--- config.mk ---
export PLATFORM = sky130hd
export DESIGN_NAME = fps_supervisor
export DESIGN_NICKNAME = d
export VERILOG_FILES = /design/src/hw/fps_pkg.sv /design/src/hw/fps_consec.sv /design/src/hw/fps_supervisor.sv
export SDC_FILE = /design/constraint.sdc
export NUM_CORES = 1
export LEC_CHECK = 0
export ABC_AREA = 1
export BUFFER_PORTS_ARGS = -buffer_cell sky130_fd_sc_hd__buf_2
export CAP_MARGIN = 15
export CORE_MARGIN = 5
export CORE_UTILIZATION = 36
export CTS_BUF_LIST = sky130_fd_sc_hd__clkbuf_2
export DETAILED_ROUTE_END_ITERATION = 10
export PLACE_DENSITY = 0.6
export SLEW_MARGIN = 10
export SYNTH_ARGS = -nofsm -noshare
export SYNTH_HDL_FRONTEND = slang
export SYNTH_SLANG_ARGS = --single-unit
--- constraint.sdc ---
create_clock -name clock -period 2.2 [get_ports clock]
set_clock_uncertainty 0.1 [all_clocks]
set_input_delay 0.33 -clock clock [delete_from_list [all_inputs] [get_ports clock]]
set_output_delay 0.33 -clock clock [all_outputs]
set_load 0.03 [all_outputs]
--- src/hw/fps_pkg.sv ---
package fps_pkg;

    ////////////////////////////////////////////////////////////////////////
    // Clock and time base.
    localparam int unsigned CLK_PERIOD_NS       = 100;

    // Least times are rounded up to whole clock cycles.
    localparam int unsigned BROWN_IN_QUALIFY_US = 100;
    localparam int unsigned BROWN_IN_CYC        =
        (BROWN_IN_QUALIFY_US * 1000 + CLK_PERIOD_NS - 1) / CLK_PERIOD_NS;
    localparam int unsigned BROWN_OUT_QUALIFY_MS = 50;
    localparam int unsigned BROWN_OUT_CYC       =
        (BROWN_OUT_QUALIFY_MS * 1000000 + CLK_PERIOD_NS - 1) / CLK_PERIOD_NS;
    localparam int unsigned EXT_LOW_MS          = 32;
    localparam int unsigned EXT_LOW_CYC         =
        (EXT_LOW_MS * 1000000 + CLK_PERIOD_NS - 1) / CLK_PERIOD_NS;
    localparam int unsigned UNDERVOLT_STARTUP_BLANK_MS = 20;
    localparam int unsigned UVP_BLANK_CYC       =
        (UNDERVOLT_STARTUP_BLANK_MS * 1000000 + CLK_PERIOD_NS - 1)
        / CLK_PERIOD_NS;
    localparam int unsigned LEB_NS              = 250;
    localparam int unsigned LEB_CYC             =
        (LEB_NS + CLK_PERIOD_NS - 1) / CLK_PERIOD_NS;
    localparam int unsigned SHORT_DELAY_NS      = 4000;
    localparam int unsigned SHORT_CYC           =
        (SHORT_DELAY_NS + CLK_PERIOD_NS - 1) / CLK_PERIOD_NS;
    localparam int unsigned SAMPLE_DELAY_NS     = 1500;
    localparam int unsigned SAMPLE_DELAY_CYC    =
        (SAMPLE_DELAY_NS + CLK_PERIOD_NS - 1) / CLK_PERIOD_NS;

    // Consecutive switching cycles that qualify a sampled fault.
    localparam int unsigned FAULT_CONSEC        = 7;

    ////////////////////////////////////////////////////////////////////////
    // Counter widths and qualifier count.
    localparam int unsigned TMR_W               = 20;
    localparam int unsigned SHORT_W             = 8;
    localparam int unsigned NUM_CONSEC          = 5;

    // Index of each consecutive-cycle qualifier.
    localparam int unsigned IDX_OVP             = 0;
    localparam int unsigned IDX_UVP             = 1;
    localparam int unsigned IDX_EXT_HIGH        = 2;
    localparam int unsigned IDX_FAST_OC         = 3;
    localparam int unsigned IDX_SHORT           = 4;

    ////////////////////////////////////////////////////////////////////////
    // Comparator decisions from the analog front end, all asynchronous.
    typedef struct packed {
        logic line_above_brown_in;
        logic line_below_brown_out;
        logic supply_start_ok;
        logic supply_maintain_low;
        logic demag_over;
        logic demag_under;
        logic ext_above_high;
        logic ext_below_low;
        logic cs_fast_overcurrent;
        logic cs_above_short;
        logic cs_limit;
        logic pwm_cmp;
        logic feedback_below_min;
        logic int_ot_trip;
        logic int_ot_release;
        logic cycle_start;
    } fps_cmp_t;

    localparam int unsigned CMP_W = $bits(fps_cmp_t);

    typedef struct packed {
        logic output_overvoltage_fault;
        logic output_undervoltage_fault;
        logic external_high_fault;
        logic external_low_fault;
        logic fast_overcurrent_fault;
        logic sense_short_fault;
    } fps_fault_t;

    typedef enum logic [1:0] {
        MODE_QUALIFY = 2'b00,
        MODE_RUN     = 2'b01,
        MODE_FAULT   = 2'b10
    } fps_mode_t;

endpackage

--- src/hw/fps_consec.sv ---
`timescale 1ns/1ns
// Counts consecutive switching cycles whose sample meets a fault condition.
module fps_consec #(
    parameter int unsigned COUNT = fps_pkg::FAULT_CONSEC
) (
    input  wire logic clock,
    input  wire logic rst_n,
    input  wire logic sample,
    input  wire logic hit,
    output logic      trip
);
    import fps_pkg::*;

    localparam int unsigned CW = $clog2(COUNT + 1);
    localparam logic [CW-1:0] LAST = CW'(COUNT - 1);

    typedef struct packed {
        logic [CW-1:0] count;
        logic          trip;
    } fps_consec_st_t;

    fps_consec_st_t st_q;
    fps_consec_st_t st_d;

    always_comb begin
        st_d      = st_q;
        st_d.trip = 1'b0;
        if (sample) begin
            if (!hit) begin
                st_d.count = '0;
            end else if (st_q.count == LAST) begin
                st_d.count = '0;
                st_d.trip  = 1'b1;
            end else begin
                st_d.count = st_q.count + CW'(1);
            end
        end
    end

    always_ff @(posedge clock or negedge rst_n) begin
        if (!rst_n) begin
            st_q <= '0;
        end else begin
            st_q <= st_d;
        end
    end

    assign trip = st_q.trip;

endmodule // fps_consec

--- src/hw/fps_supervisor.sv ---
`timescale 1ns/1ns
//
// Operation
// - Start after 100us brown-in and start supply.
// - Brown-out for 50ms stops until brown-in.
// - Sampled demag over/under seven cycles shuts down.
// - Undervoltage ignored during start-up blanking.
// - Delayed external sample high seven cycles trips.
// - External low sampled 100ns before gate fall.
// - External low for 32ms trips temperature fault.
// - External faults stop drive until lockout reset.
// - Fast overcurrent seven cycles halts switching.
// - Sense short compared 4us after gate rise.
// - Sense below short seven cycles disables drive.
// - Internal over-temperature with hysteresis.
// - Feedback below 1.2V stops drive pulses.
// - Maintain threshold enables high charging current.
// - 250ns blanking from each gate rise.
// - Blanking ignores limit and PWM comparators.
module fps_supervisor #(
    parameter int unsigned BROWN_OUT_CYCLES    = fps_pkg::BROWN_OUT_CYC,
    parameter int unsigned EXT_LOW_CYCLES      = fps_pkg::EXT_LOW_CYC,
    parameter int unsigned UVP_BLANK_CYCLES    = fps_pkg::UVP_BLANK_CYC,
    parameter int unsigned SAMPLE_DELAY_CYCLES = fps_pkg::SAMPLE_DELAY_CYC
) (
    input  wire logic               clock,
    input  wire logic               rst_n,
    input  wire fps_pkg::fps_cmp_t  cmp_in,
    output logic                    gate_drive,
    output logic                    charger_high_en,
    output logic                    switching_enabled,
    output logic                    internal_ot_active,
    output fps_pkg::fps_fault_t     faults
);
    import fps_pkg::*;

    ////////////////////////////////////////////////////////////////////////
    // Limits, cast once to the widths of the counters they meet.
    localparam logic [TMR_W-1:0]   BIN_LIM  = TMR_W'(BROWN_IN_CYC);
    localparam logic [TMR_W-1:0]   BOUT_LIM = TMR_W'(BROWN_OUT_CYCLES);
    localparam logic [TMR_W-1:0]   LOW_LIM  = TMR_W'(EXT_LOW_CYCLES);
    localparam logic [TMR_W-1:0]   UVP_LIM  = TMR_W'(UVP_BLANK_CYCLES);
    localparam logic [SHORT_W-1:0] LEB_LD   = SHORT_W'(LEB_CYC - 1);
    localparam logic [SHORT_W-1:0] SHORT_AT = SHORT_W'(SHORT_CYC);
    localparam logic [SHORT_W-1:0] SMP_LD   = SHORT_W'(SAMPLE_DELAY_CYCLES);
    localparam logic [SHORT_W-1:0] SHORT_ONE = SHORT_W'(1);
    localparam logic [TMR_W-1:0]   TMR_ONE   = TMR_W'(1);

    typedef struct packed {
        fps_cmp_t            s1;
        fps_cmp_t            s2;
        fps_cmp_t            s3;
        fps_cmp_t            flt;
        logic                cycle_prev;
        fps_mode_t           mode;
        logic                start_seen;
        logic [TMR_W-1:0]    bin_tmr;
        logic [TMR_W-1:0]    bout_tmr;
        logic [TMR_W-1:0]    uvp_tmr;
        logic [TMR_W-1:0]    low_tmr;
        logic                low_run;
        logic                gate;
        logic [SHORT_W-1:0]  leb;
        logic [SHORT_W-1:0]  rise_tmr;
        logic                rise_run;
        logic [SHORT_W-1:0]  smp;
        logic                smp_run;
        logic                fast_oc_hit;
        logic                ot_act;
        logic                chg;
        logic                run;
        fps_fault_t          fault;
    } fps_state_t;

    fps_state_t st_q;
    fps_state_t st_d;

    logic [NUM_CONSEC-1:0] cons_sample;
    logic [NUM_CONSEC-1:0] cons_hit;
    logic [NUM_CONSEC-1:0] cons_trip;

    ////////////////////////////////////////////////////////////////////////
    // One qualifier per sampled fault except external low; they share the same counting law.
    for (genvar i = 0; i < NUM_CONSEC; i++) begin : g_consec
        fps_consec #(
            .COUNT (FAULT_CONSEC)
        ) u_consec (
            .clock  (clock),
            .rst_n  (rst_n),
            .sample (cons_sample[i]),
            .hit    (cons_hit[i]),
            .trip   (cons_trip[i])
        );
    end

    ////////////////////////////////////////////////////////////////////////
    always_comb begin
        logic [CMP_W-1:0] agree;
        logic             rise;
        logic             gate_fall;
        logic             halted;

        st_d        = st_q;
        cons_sample = '0;
        cons_hit    = '0;
        gate_fall   = 1'b0;
        agree       = '0;
        rise        = 1'b0;
        halted      = 1'b0;

        // Three-stage synchroniser; a level counts once stages two and
        // three agree, which also rejects single-cycle glitches.
        st_d.s1  = cmp_in;
        st_d.s2  = st_q.s1;
        st_d.s3  = st_q.s2;
        agree    = ~(st_q.s2 ^ st_q.s3);
        st_d.flt = fps_cmp_t'((st_q.s2 & agree) | (st_q.flt & ~agree));

        st_d.cycle_prev = st_q.flt.cycle_start;
        rise = st_q.flt.cycle_start & ~st_q.cycle_prev;

        if (st_q.flt.supply_start_ok) begin
            st_d.start_seen = 1'b1;
        end

        // Trip and release sit at different thresholds, so the flag
        // only clears once the die has cooled past the lower point.
        if (st_q.flt.int_ot_trip) begin
            st_d.ot_act = 1'b1;
        end else if (st_q.flt.int_ot_release) begin
            st_d.ot_act = 1'b0;
        end

        // Charger held off in a fault so the supply can reach lockout.
        st_d.chg = st_q.flt.supply_maintain_low
                   && (st_q.mode != MODE_FAULT);

        ////////////////////////////////////////////////////////////////////
        // Gate pulse generation.
        halted = st_q.flt.feedback_below_min || st_q.ot_act;
        if (st_q.gate) begin
            if (st_q.flt.cs_fast_overcurrent) begin
                st_d.fast_oc_hit = 1'b1;
            end
            if (st_q.leb != '0) begin
                st_d.leb = st_q.leb - SHORT_ONE;
            end else if (st_q.flt.cs_limit || st_q.flt.pwm_cmp) begin
                st_d.gate = 1'b0;
                gate_fall = 1'b1;
            end
        end else if (st_q.mode == MODE_RUN && rise && !halted) begin
            st_d.gate     = 1'b1;
            st_d.leb      = LEB_LD;
            st_d.rise_tmr = '0;
            st_d.rise_run = 1'b1;
            st_d.fast_oc_hit = 1'b0;
        end

        // Sense-short comparison at a fixed point into the on time.
        if (st_q.rise_run) begin
            if (!st_q.gate) begin
                st_d.rise_run = 1'b0;
            end else if (st_q.rise_tmr == SHORT_AT) begin
                st_d.rise_run          = 1'b0;
                cons_sample[IDX_SHORT] = 1'b1;
                cons_hit[IDX_SHORT]    = ~st_q.flt.cs_above_short;
            end else begin
                st_d.rise_tmr = st_q.rise_tmr + SHORT_ONE;
            end
        end

        if (gate_fall) begin
            st_d.smp      = SMP_LD;
            st_d.smp_run  = 1'b1;
            cons_sample[IDX_FAST_OC] = 1'b1;
            cons_hit[IDX_FAST_OC]    = st_q.fast_oc_hit
                                       || st_q.flt.cs_fast_overcurrent;
            // The gate pin drops on the next edge, one period after
            // this value was taken.
            if (st_q.flt.ext_below_low) begin
                st_d.low_run = 1'b1;
            end else begin
                st_d.low_run = 1'b0;
                st_d.low_tmr = '0;
            end
        end

        // Delayed sample of output and external high comparators.
        if (st_q.smp_run) begin
            if (st_q.smp <= SHORT_ONE) begin
                st_d.smp_run = 1'b0;
                cons_sample[IDX_OVP]      = 1'b1;
                cons_hit[IDX_OVP]         = st_q.flt.demag_over;
                cons_sample[IDX_UVP]      = 1'b1;
                cons_hit[IDX_UVP]         = st_q.flt.demag_under
                                            && (st_q.uvp_tmr >= UVP_LIM);
                cons_sample[IDX_EXT_HIGH] = 1'b1;
                cons_hit[IDX_EXT_HIGH]    = st_q.flt.ext_above_high;
            end else begin
                st_d.smp = st_q.smp - SHORT_ONE;
            end
        end

        // Undervoltage blanking window from each start of switching.
        if (st_q.mode == MODE_RUN && st_q.uvp_tmr < UVP_LIM) begin
            st_d.uvp_tmr = st_q.uvp_tmr + TMR_ONE;
        end

        // External low condition timed continuously between samples.
        if (st_q.low_run && st_q.low_tmr < LOW_LIM) begin
            st_d.low_tmr = st_q.low_tmr + TMR_ONE;
        end

        ////////////////////////////////////////////////////////////////////
        // Fault latching; only the lockout reset clears these.
        if (cons_trip[IDX_OVP]) begin
            st_d.fault.output_overvoltage_fault = 1'b1;
        end
        if (cons_trip[IDX_UVP]) begin
            st_d.fault.output_undervoltage_fault = 1'b1;
        end
        if (cons_trip[IDX_EXT_HIGH]) begin
            st_d.fault.external_high_fault = 1'b1;
        end
        if (st_q.low_run && st_q.low_tmr >= LOW_LIM) begin
            st_d.fault.external_low_fault = 1'b1;
        end
        if (cons_trip[IDX_FAST_OC]) begin
            st_d.fault.fast_overcurrent_fault = 1'b1;
        end
        if (cons_trip[IDX_SHORT]) begin
            st_d.fault.sense_short_fault = 1'b1;
        end

        ////////////////////////////////////////////////////////////////////
        // Mode sequencing.
        case (st_q.mode)
            MODE_QUALIFY: begin
                st_d.bout_tmr = '0;
                if (!st_q.flt.line_above_brown_in) begin
                    st_d.bin_tmr = '0;
                end else if (st_q.bin_tmr < BIN_LIM) begin
                    st_d.bin_tmr = st_q.bin_tmr + TMR_ONE;
                end
                if (st_q.bin_tmr >= BIN_LIM && st_q.start_seen) begin
                    st_d.mode    = MODE_RUN;
                    st_d.uvp_tmr = '0;
                end
            end
            MODE_RUN: begin
                st_d.bin_tmr = '0;
                if (!st_q.flt.line_below_brown_out) begin
                    st_d.bout_tmr = '0;
                end else if (st_q.bout_tmr < BOUT_LIM) begin
                    st_d.bout_tmr = st_q.bout_tmr + TMR_ONE;
                end
                if (st_q.bout_tmr >= BOUT_LIM) begin
                    st_d.mode = MODE_QUALIFY;
                end
            end
            MODE_FAULT: begin
                st_d.mode = MODE_FAULT;
            end
            default: begin
                st_d.mode = MODE_FAULT;
            end
        endcase

        if (st_d.fault != '0) begin
            st_d.mode = MODE_FAULT;
        end

        // Any exit from running cuts the pulse at once.
        if (st_d.mode != MODE_RUN) begin
            st_d.gate     = 1'b0;
            st_d.rise_run = 1'b0;
            st_d.smp_run  = 1'b0;
        end
        st_d.run = (st_d.mode == MODE_RUN);
    end

    always_ff @(posedge clock or negedge rst_n) begin
        if (!rst_n) begin
            st_q <= '0;
        end else begin
            st_q <= st_d;
        end
    end

    ////////////////////////////////////////////////////////////////////////
    assign gate_drive         = st_q.gate;
    assign charger_high_en    = st_q.chg;
    assign switching_enabled  = st_q.run;
    assign internal_ot_active = st_q.ot_act;
    assign faults             = st_q.fault;

endmodule // fps_supervisor

==> out/results.txt, run 1 <==
Die area - 29700 um2
Clock Power Share - 39.6%
CP Cell Sequence - buf_2
Worst R2R Start - st_q[11]$_DFF_PN0_
Final Cycle Share - 90.0%
Overall routed net length - 19.0 mm
Post-synth top cells - nand2_1 (234), dfrtp_1 (206), inv_1 (135), nor2_1 (135), nand3_1 (88)
Port Buffers - 27
Root Buffer - clkbuf_2
Relative slew margins - 63.6%
Worst Path Max Fanout - 8
GPL Wtd Cong - 0.887
Crit path from - gate_drive$_DFF_PN0_
P_leak - 5.13 nW
Worst path required time - 1.77 ns
GRT Residual Overflow - 0
Final Core Density - 42.0%
Vias per Instance - 4.62
Unrepaired setup endpoints after global routing - false
Sequential share of the synthesized area - 54.4%
Die width - 172 um
Largest net degree at the start of global routing - 70
Internal power - 0.00516 W
CP peak stage delay - 0.50 ns
Synth cell types - 42
Flop and latch count out of synthesis - 206
Longest Clk Path Bufs - 3
DRT iter0 DRCs - 441
Async S/R FF share, synth - 100%
Number of H-tree levels - 2
First-pass GRT wire length - 33.0 mm
Syn_nets - 1127
Die Ht - 172 um
Worst hold path class - input port to register
Endpoints failing setup - 0
Fmax - 0.505 GHz
Flop pwr share - 57.0%
WHS Path Cells - 2
Core area - 26000 um2
Worst Tran Pin Value - 0.545 ns
CTS tree - built
DR top layer - met4
Status - completed
Fin Setup TNS - 0 ns
Switching power - 0.00173 W
Post-CTS setup buffers - 0
Sw frac - 25.1%
Slowest-stage cell, CP - dfrtp_1
Clk pin slew, worst setup/hold paths - 0.09 ns
Crit path max-delay family - flip-flops
HPWL Detailed - 12.9 mm
Hold Vio Cnt, Final - 0
FF-to-FF End - st_q[12]$_DFF_PN0_
Post-Synthesis Cells - 1096
Met3 Routed Length - 839 um
WP buf/inv - 1
Mapped Avg Cell Area - 8.64 um2
Critical path type - register to primary output
CTS Sinks - 206
Detail Route Antenna Nets - 0
Startpoint types - register
CP Capture Type - primary output
Drt pass-1 iters - 5
Row count - 59
Share of layout cells above drive strength 1 - 12.4%
Post-synth EDFFs - 0
Area delta synth->final - 15.2%
Max cap viols - 0
Levels on crit path - 1
Routed wl met2 - 8.67 mm
Share of the synthesized area in the top cell type - 54.4%
Initial core utilization - 36.5%
Reg2reg path depth - 8
Pwr Density - 631 nW/um2
Most frequent cell after synthesis - nand2_1
Routed len/inst - 12.0 um
DRC Markers - 0
CP arrival - 1.55 ns
Fillcell total - 2613
Post-Synthesis Cell Area - 9470 um2
Synth warn - 0
Synth Flop Type - dfrtp_1
Aggregate global-route resource usage - 13.3%
Wl on met1 - 9.13 mm
Worst skew pair latency - 0.78 ns
Synth area leaders - dfrtp_1 (54%), nand2_1 (9.3%), inv_1 (5.4%)
Vias in the first global route - 7187
I/O pin count - 28
Cell taking the most area after synthesis - dfrtp_1
CP endpoint - gate_drive
VDD IR max - 0.000297 V
Worst R2R Setup Slack - 0.26 ns
Slew Viols, Final - 0
Fin nets - 1240
Vias - 7318
Total Power - 0.00689 W
Combinational Power Share - 3.4%
Minimum clock period - 1.98 ns
Initial antenna violation count - 1
Cts bufs inserted - 56
==> layer usage <==
metal  up-vias  GRT usage (%)
met5         -              0
met4         0           4.44
met3        34           3.13
met2       118           21.7
met1      3369           17.6
li1       3797              -
==> worst register-to-register path, cell delays in order (launching register included) <==
cell and delay (ns):
dfrtp_1 0.40, inv_1 0.11, ha_1 0.23, or2_2 0.13, nand4_1 0.18, nand2_1 0.24, nand2_1 0.19, o21ai_0 0.21
inv_1 0.06
==> area by class of cell <==
cell class	instances	area [um2]	area share, %
Sequential cell	206	5150	47.3
Antenna cell	1	2.50	0.0229
Timing Repair Buffer	77	641	5.87
Multi-Input combinational cell	725	3630	33.3
Clock buffer	77	385	3.53
Tap cell	335	419	3.84
Inverter	143	542	4.97
Clock inverter	20	136	1.25
==> sequential cells by signal, indices dropped and copies added, names as in the netlist, named ones only <==
register	cells
st_q	128
internal_ot_active	1
g_consec.u_consec.trip	5
st_d	32
charger_high_en	1
gate_drive	1
switching_enabled	1
faults	6
g_consec.u_consec.st_q	15
==> kinds of logic after synthesis <==
group / synth area share [%]
AOI/OAI and AO/OA: 6.99
xor gates and xnor gates: 2.96
adders and majority gates: 3.41
buffers and inverters: 7.28
DFF: 54.4
muxes: 0.211
and+or+nand+nor: 24.7
==> power by group through the flow <==
stage	clock network (W)	registers (W)	logic, W
after global routing	0.00310	0.00394	0.000274
after global placement	0	0.00400	0.000197
after detailed placement	0	0.00400	0.000200
final	0.00272	0.00393	0.000236
after CTS	0.00292	0.00393	0.000245
after floorplan	0	0.00399	0.0000626
==> cell usage in the layout, fill, tap and decap left out, types with 4 or more instances in the layout <==
cell type / Yosys / layout
xor2_1: 25 / 25
inv_2: 6 / 7
ha_1: 13 / 13
or2_2: 5 / 5
o22ai_1: 8 / 8
nor2_1: 135 / 135
nand4_1: 30 / 30
o21ai_0: 52 / 52
clkinv_2: 0 / 4
a21oi_1: 30 / 30
dlygate4sd3_1: 0 / 33
xnor2_1: 7 / 7
buf_2: 7 / 26
nor3_1: 34 / 34
nand2_1: 234 / 234
o21ai_1: 17 / 17
buf_4: 7 / 14
inv_1: 135 / 135
clkbuf_2: 0 / 77
maj3_1: 16 / 16
dfrtp_1: 206 / 206
clkinv_1: 0 / 12
nand3_1: 88 / 88
==> worst min path at each step <==
stage,to,start
after floorplan,asynchronous set/reset pin,rst_n
after global placement,st_d[145]$_DFF_PN0_,st_d[161]$_DFF_PN0_
after CTS,st_d[169]$_DFF_PN0_,cmp_in[15]
after detailed placement,st_d[146]$_DFF_PN0_,st_d[162]$_DFF_PN0_
final,st_d[169]$_DFF_PN0_,cmp_in[15]
after global routing,st_d[169]$_DFF_PN0_,cmp_in[15]
==> what timing repair did <==
item                      in CTS  in global routing
gates resized for setup        0                  0
hold endpoints to repair     222                  0
hold buffers                  33                  0
==> through the flow <==
step | hold slack (ns) | cells | setup WS [ns] | instance area, um2
2_1_floorplan | -0.0656 | 1096 | 0.477 | 9470
3_3_place_gp | 0.232 | 1453 | 0.338 | 10100
3_5_place_dp | 0.235 | 1453 | 0.283 | 10100
4_1_cts | 0.0138 | 1583 | 0.0566 | 10900
5_1_grt | 0.0233 | 1584 | 0.0538 | 10900
6_report | 0.113 | 1584 | 0.220 | 10900
Power figures use the tool's default switching activity.
==> run 2, diff against run 1 <==
--- a/config.mk
+++ b/config.mk
@@ -12,6 +12,7 @@
 export CORE_UTILIZATION = 36
 export CTS_BUF_LIST = sky130_fd_sc_hd__clkbuf_2
 export DETAILED_ROUTE_END_ITERATION = 10
+export GPL_TIMING_DRIVEN = 0
 export PLACE_DENSITY = 0.6
 export SLEW_MARGIN = 10
 export SYNTH_ARGS = -nofsm -noshare
==> run 2 against run 1 <==
  * Worst hold slack got worse by 0.0072 ns
  * Clock-buffer cell count unchanged
  * First-iteration DRC count decreased by 14%
  * Cell area fell by 0.44%
  * Critical endpoint unchanged
  * Largest power group unchanged
  * Flip-flop and latch count unchanged
  * Cell count is 0.13% lower
==> out/results.txt, run 2 (synthesis gave the netlist of run 1 again) <==
Number of H-tree levels - 2 (unchanged)
Root Buffer - clkbuf_2 (unchanged)
Row count - 59 (unchanged)
Crit path max-delay family - flip-flops (unchanged)
Final Core Density - 41.8% (was 42.0%)
Commonest non-fill, non-tap cell in the layout - nand2_1 (unchanged)
I/O pin count - 28 (unchanged)
CP arrival - 1.60 ns (was 1.55 ns)
GPL Wtd Cong - 0.849 (was 0.887)
CTS tree - built (unchanged)
Startpoint types - register (unchanged)
Worst path required time - 1.77 ns (about the same)
Vias - 7421 (was 7318)
Final Cycle Share - 92.4% (was 90.0%)
GRT Residual Overflow - 0 (unchanged)
Slew Viols, Final - 0 (unchanged)
Max cap viols - 0 (unchanged)
Routed len/inst - 12.1 um (was 12.0 um)
CP Capture Type - primary output (unchanged)
Vias in the first global route - 7295 (was 7187)
Routing usage on met2 - 21.3% (was 21.7%)
FF-to-FF End - g_consec[0].u_consec.st_q[3]$_DFFE_PN0P_ (was st_q[12]$_DFF_PN0_)
Post-CTS setup buffers - 0 (unchanged)
Levels on crit path - 1 (unchanged)
DRT iter0 DRCs - 381 (was 441)
CP endpoint - gate_drive (unchanged)
Die width - 172 um (unchanged)
HPWL Detailed - 12.7 mm (was 12.9 mm)
Die Ht - 172 um (unchanged)
Initial antenna violation count - 1 (unchanged)
Relative slew margins - 53.7% (was 63.6%)
WHS Path Cells - 2 (unchanged)
Crit path from - gate_drive$_DFF_PN0_ (unchanged)
Total Power - 0.00655 W (was 0.00689 W)
Critical path type - register to primary output (unchanged)
Longest Clk Path Bufs - 3 (unchanged)
Status - completed (unchanged)
WP buf/inv - 1 (unchanged)
Register area - 5150 um2 (unchanged)
First-pass GRT wire length - 33.5 mm (was 33.0 mm)
Pwr Density - 603 nW/um2 (was 631 nW/um2)
Port Buffers - 27 (unchanged)
DRC Markers - 0 (unchanged)
Detail Route Antenna Nets - 0 (unchanged)
Endpoints failing setup - 0 (unchanged)
Slowest-stage cell, CP - dfrtp_1 (unchanged)
CP peak stage delay - 0.55 ns (was 0.50 ns)
Overall routed net length - 19.1 mm (was 19.0 mm)
Largest Register - st_q (unchanged)
VDD IR max - 0.000386 V (was 0.000297 V)
Drt pass-1 iters - 4 (was 5)
Minimum clock period - 2.03 ns (was 1.98 ns)
Aggregate global-route resource usage - 13.5% (was 13.3%)
Fin nets - 1246 (was 1240)
Worst skew pair latency - 0.80 ns (was 0.78 ns)
P_leak - 5.11 nW (was 5.13 nW)
Clk pin slew, worst setup/hold paths - 0.09 ns (about the same)
Worst Tran Pin Value - 0.692 ns (was 0.545 ns)
GR Util met1 - 18.3% (was 17.6%)
Multi-input logic area - 3630 um2 (about the same)
Largest net degree at the start of global routing - 99 (was 70)
Area delta synth->final - 14.7% (was 15.2%)
Hold Vio Cnt, Final - 0 (unchanged)
Worst hold path class - input port to register (unchanged)
Fmax - 0.492 GHz (was 0.505 GHz)
Worst R2R Start - st_q[11]$_DFF_PN0_ (unchanged)
Worst Path Max Fanout - 8 (unchanged)
Core area - 26000 um2 (unchanged)
Cts bufs inserted - 54 (was 56)
Unrepaired setup endpoints after global routing - false (unchanged)
CTS Sinks - 206 (unchanged)
GRT busiest layer - met2 (unchanged)
Fillcell total - 2652 (was 2613)
Worst R2R Setup Slack - 0.25 ns (was 0.26 ns)
Initial core utilization - 36.5% (unchanged)
Vias per Instance - 4.69 (was 4.62)
Die area - 29700 um2 (unchanged)
Share of layout cells above drive strength 1 - 12.3% (was 12.4%)
Grt met3 use - 3.13% (unchanged)
CP Cell Sequence - buf_2 (unchanged)
Reg2reg path depth - 9 (was 8)
Largest register FFs - 128 (unchanged)
Commonest cells after routing, fill and taps aside - nand2_1 (234), dfrtp_1 (206), inv_1 (135), nor2_1 (134), nand3_1 (88) (was nand2_1 (234), dfrtp_1 (206), inv_1 (135), nor2_1 (135), nand3_1 (88))
## run 2: report_power, final
part | internal [W] | switching [W] | total, W
Clock | 0.000914 | 0.00148 | 0.00239
Combinational | 0.000101 | 0.000134 | 0.000234
Sequential | 0.00387 | 0.0000532 | 0.00392
Total | 0.00489 | 0.00167 | 0.00655
## run 2: how the worst min path moves through the flow
stage	start	to	slack, ns
floorplan	rst_n	asynchronous set/reset pin	-0.07
global placement	st_d[162]$_DFF_PN0_	st_d[146]$_DFF_PN0_	0.23
detailed placement	rst_n	st_d[155]$_DFF_PN0_	0.06
CTS	cmp_in[15]	st_d[169]$_DFF_PN0_	0.005
global route	cmp_in[15]	st_d[169]$_DFF_PN0_	0.02
finish	cmp_in[15]	st_d[169]$_DFF_PN0_	0.11
## run 2: layer usage
metal / routed length (um) / part of all wire, %
met4: 432 / 2.3
met2: 8680 / 45
met1: 9240 / 48
met3: 777 / 4.1
met5: 0 / 0
## run 2: area by class of cell
class | instances | area share [%]
diodes | 2 | 0.0461
repair buffers | 63 | 4.98
clock buffers | 77 | 3.55
inverters | 143 | 4.99
clock inverters | 9 | 0.323
well taps | 335 | 3.86
flip-flops and latches | 206 | 47.5
plain buffers | 22 | 1.37
multi-input cells | 725 | 33.4
## run 2: metrics by stage
stage,hold slack [ns],setup WS (ns),TNS [ns],instance area [um2],cells
after floorplan,-0.0656,0.477,0,9470,1096
after global placement,0.233,-2.85,-584.63,10000,1458
after detailed placement,0.0580,0.00191,0,10100,1460
after CTS,0.00508,0.0658,0,10900,1580
after global routing,0.0208,0.00735,0,10900,1582
final,0.106,0.167,0,10900,1582
## run 2: what timing repair did
item / CTS / global route
hold buffers: 34 / 0
setup endpoints to repair: 3 / 1
endpoints found under the hold margin: 179 / 0
gates resized for setup: 1 / 1
pin swaps: 0 / 0
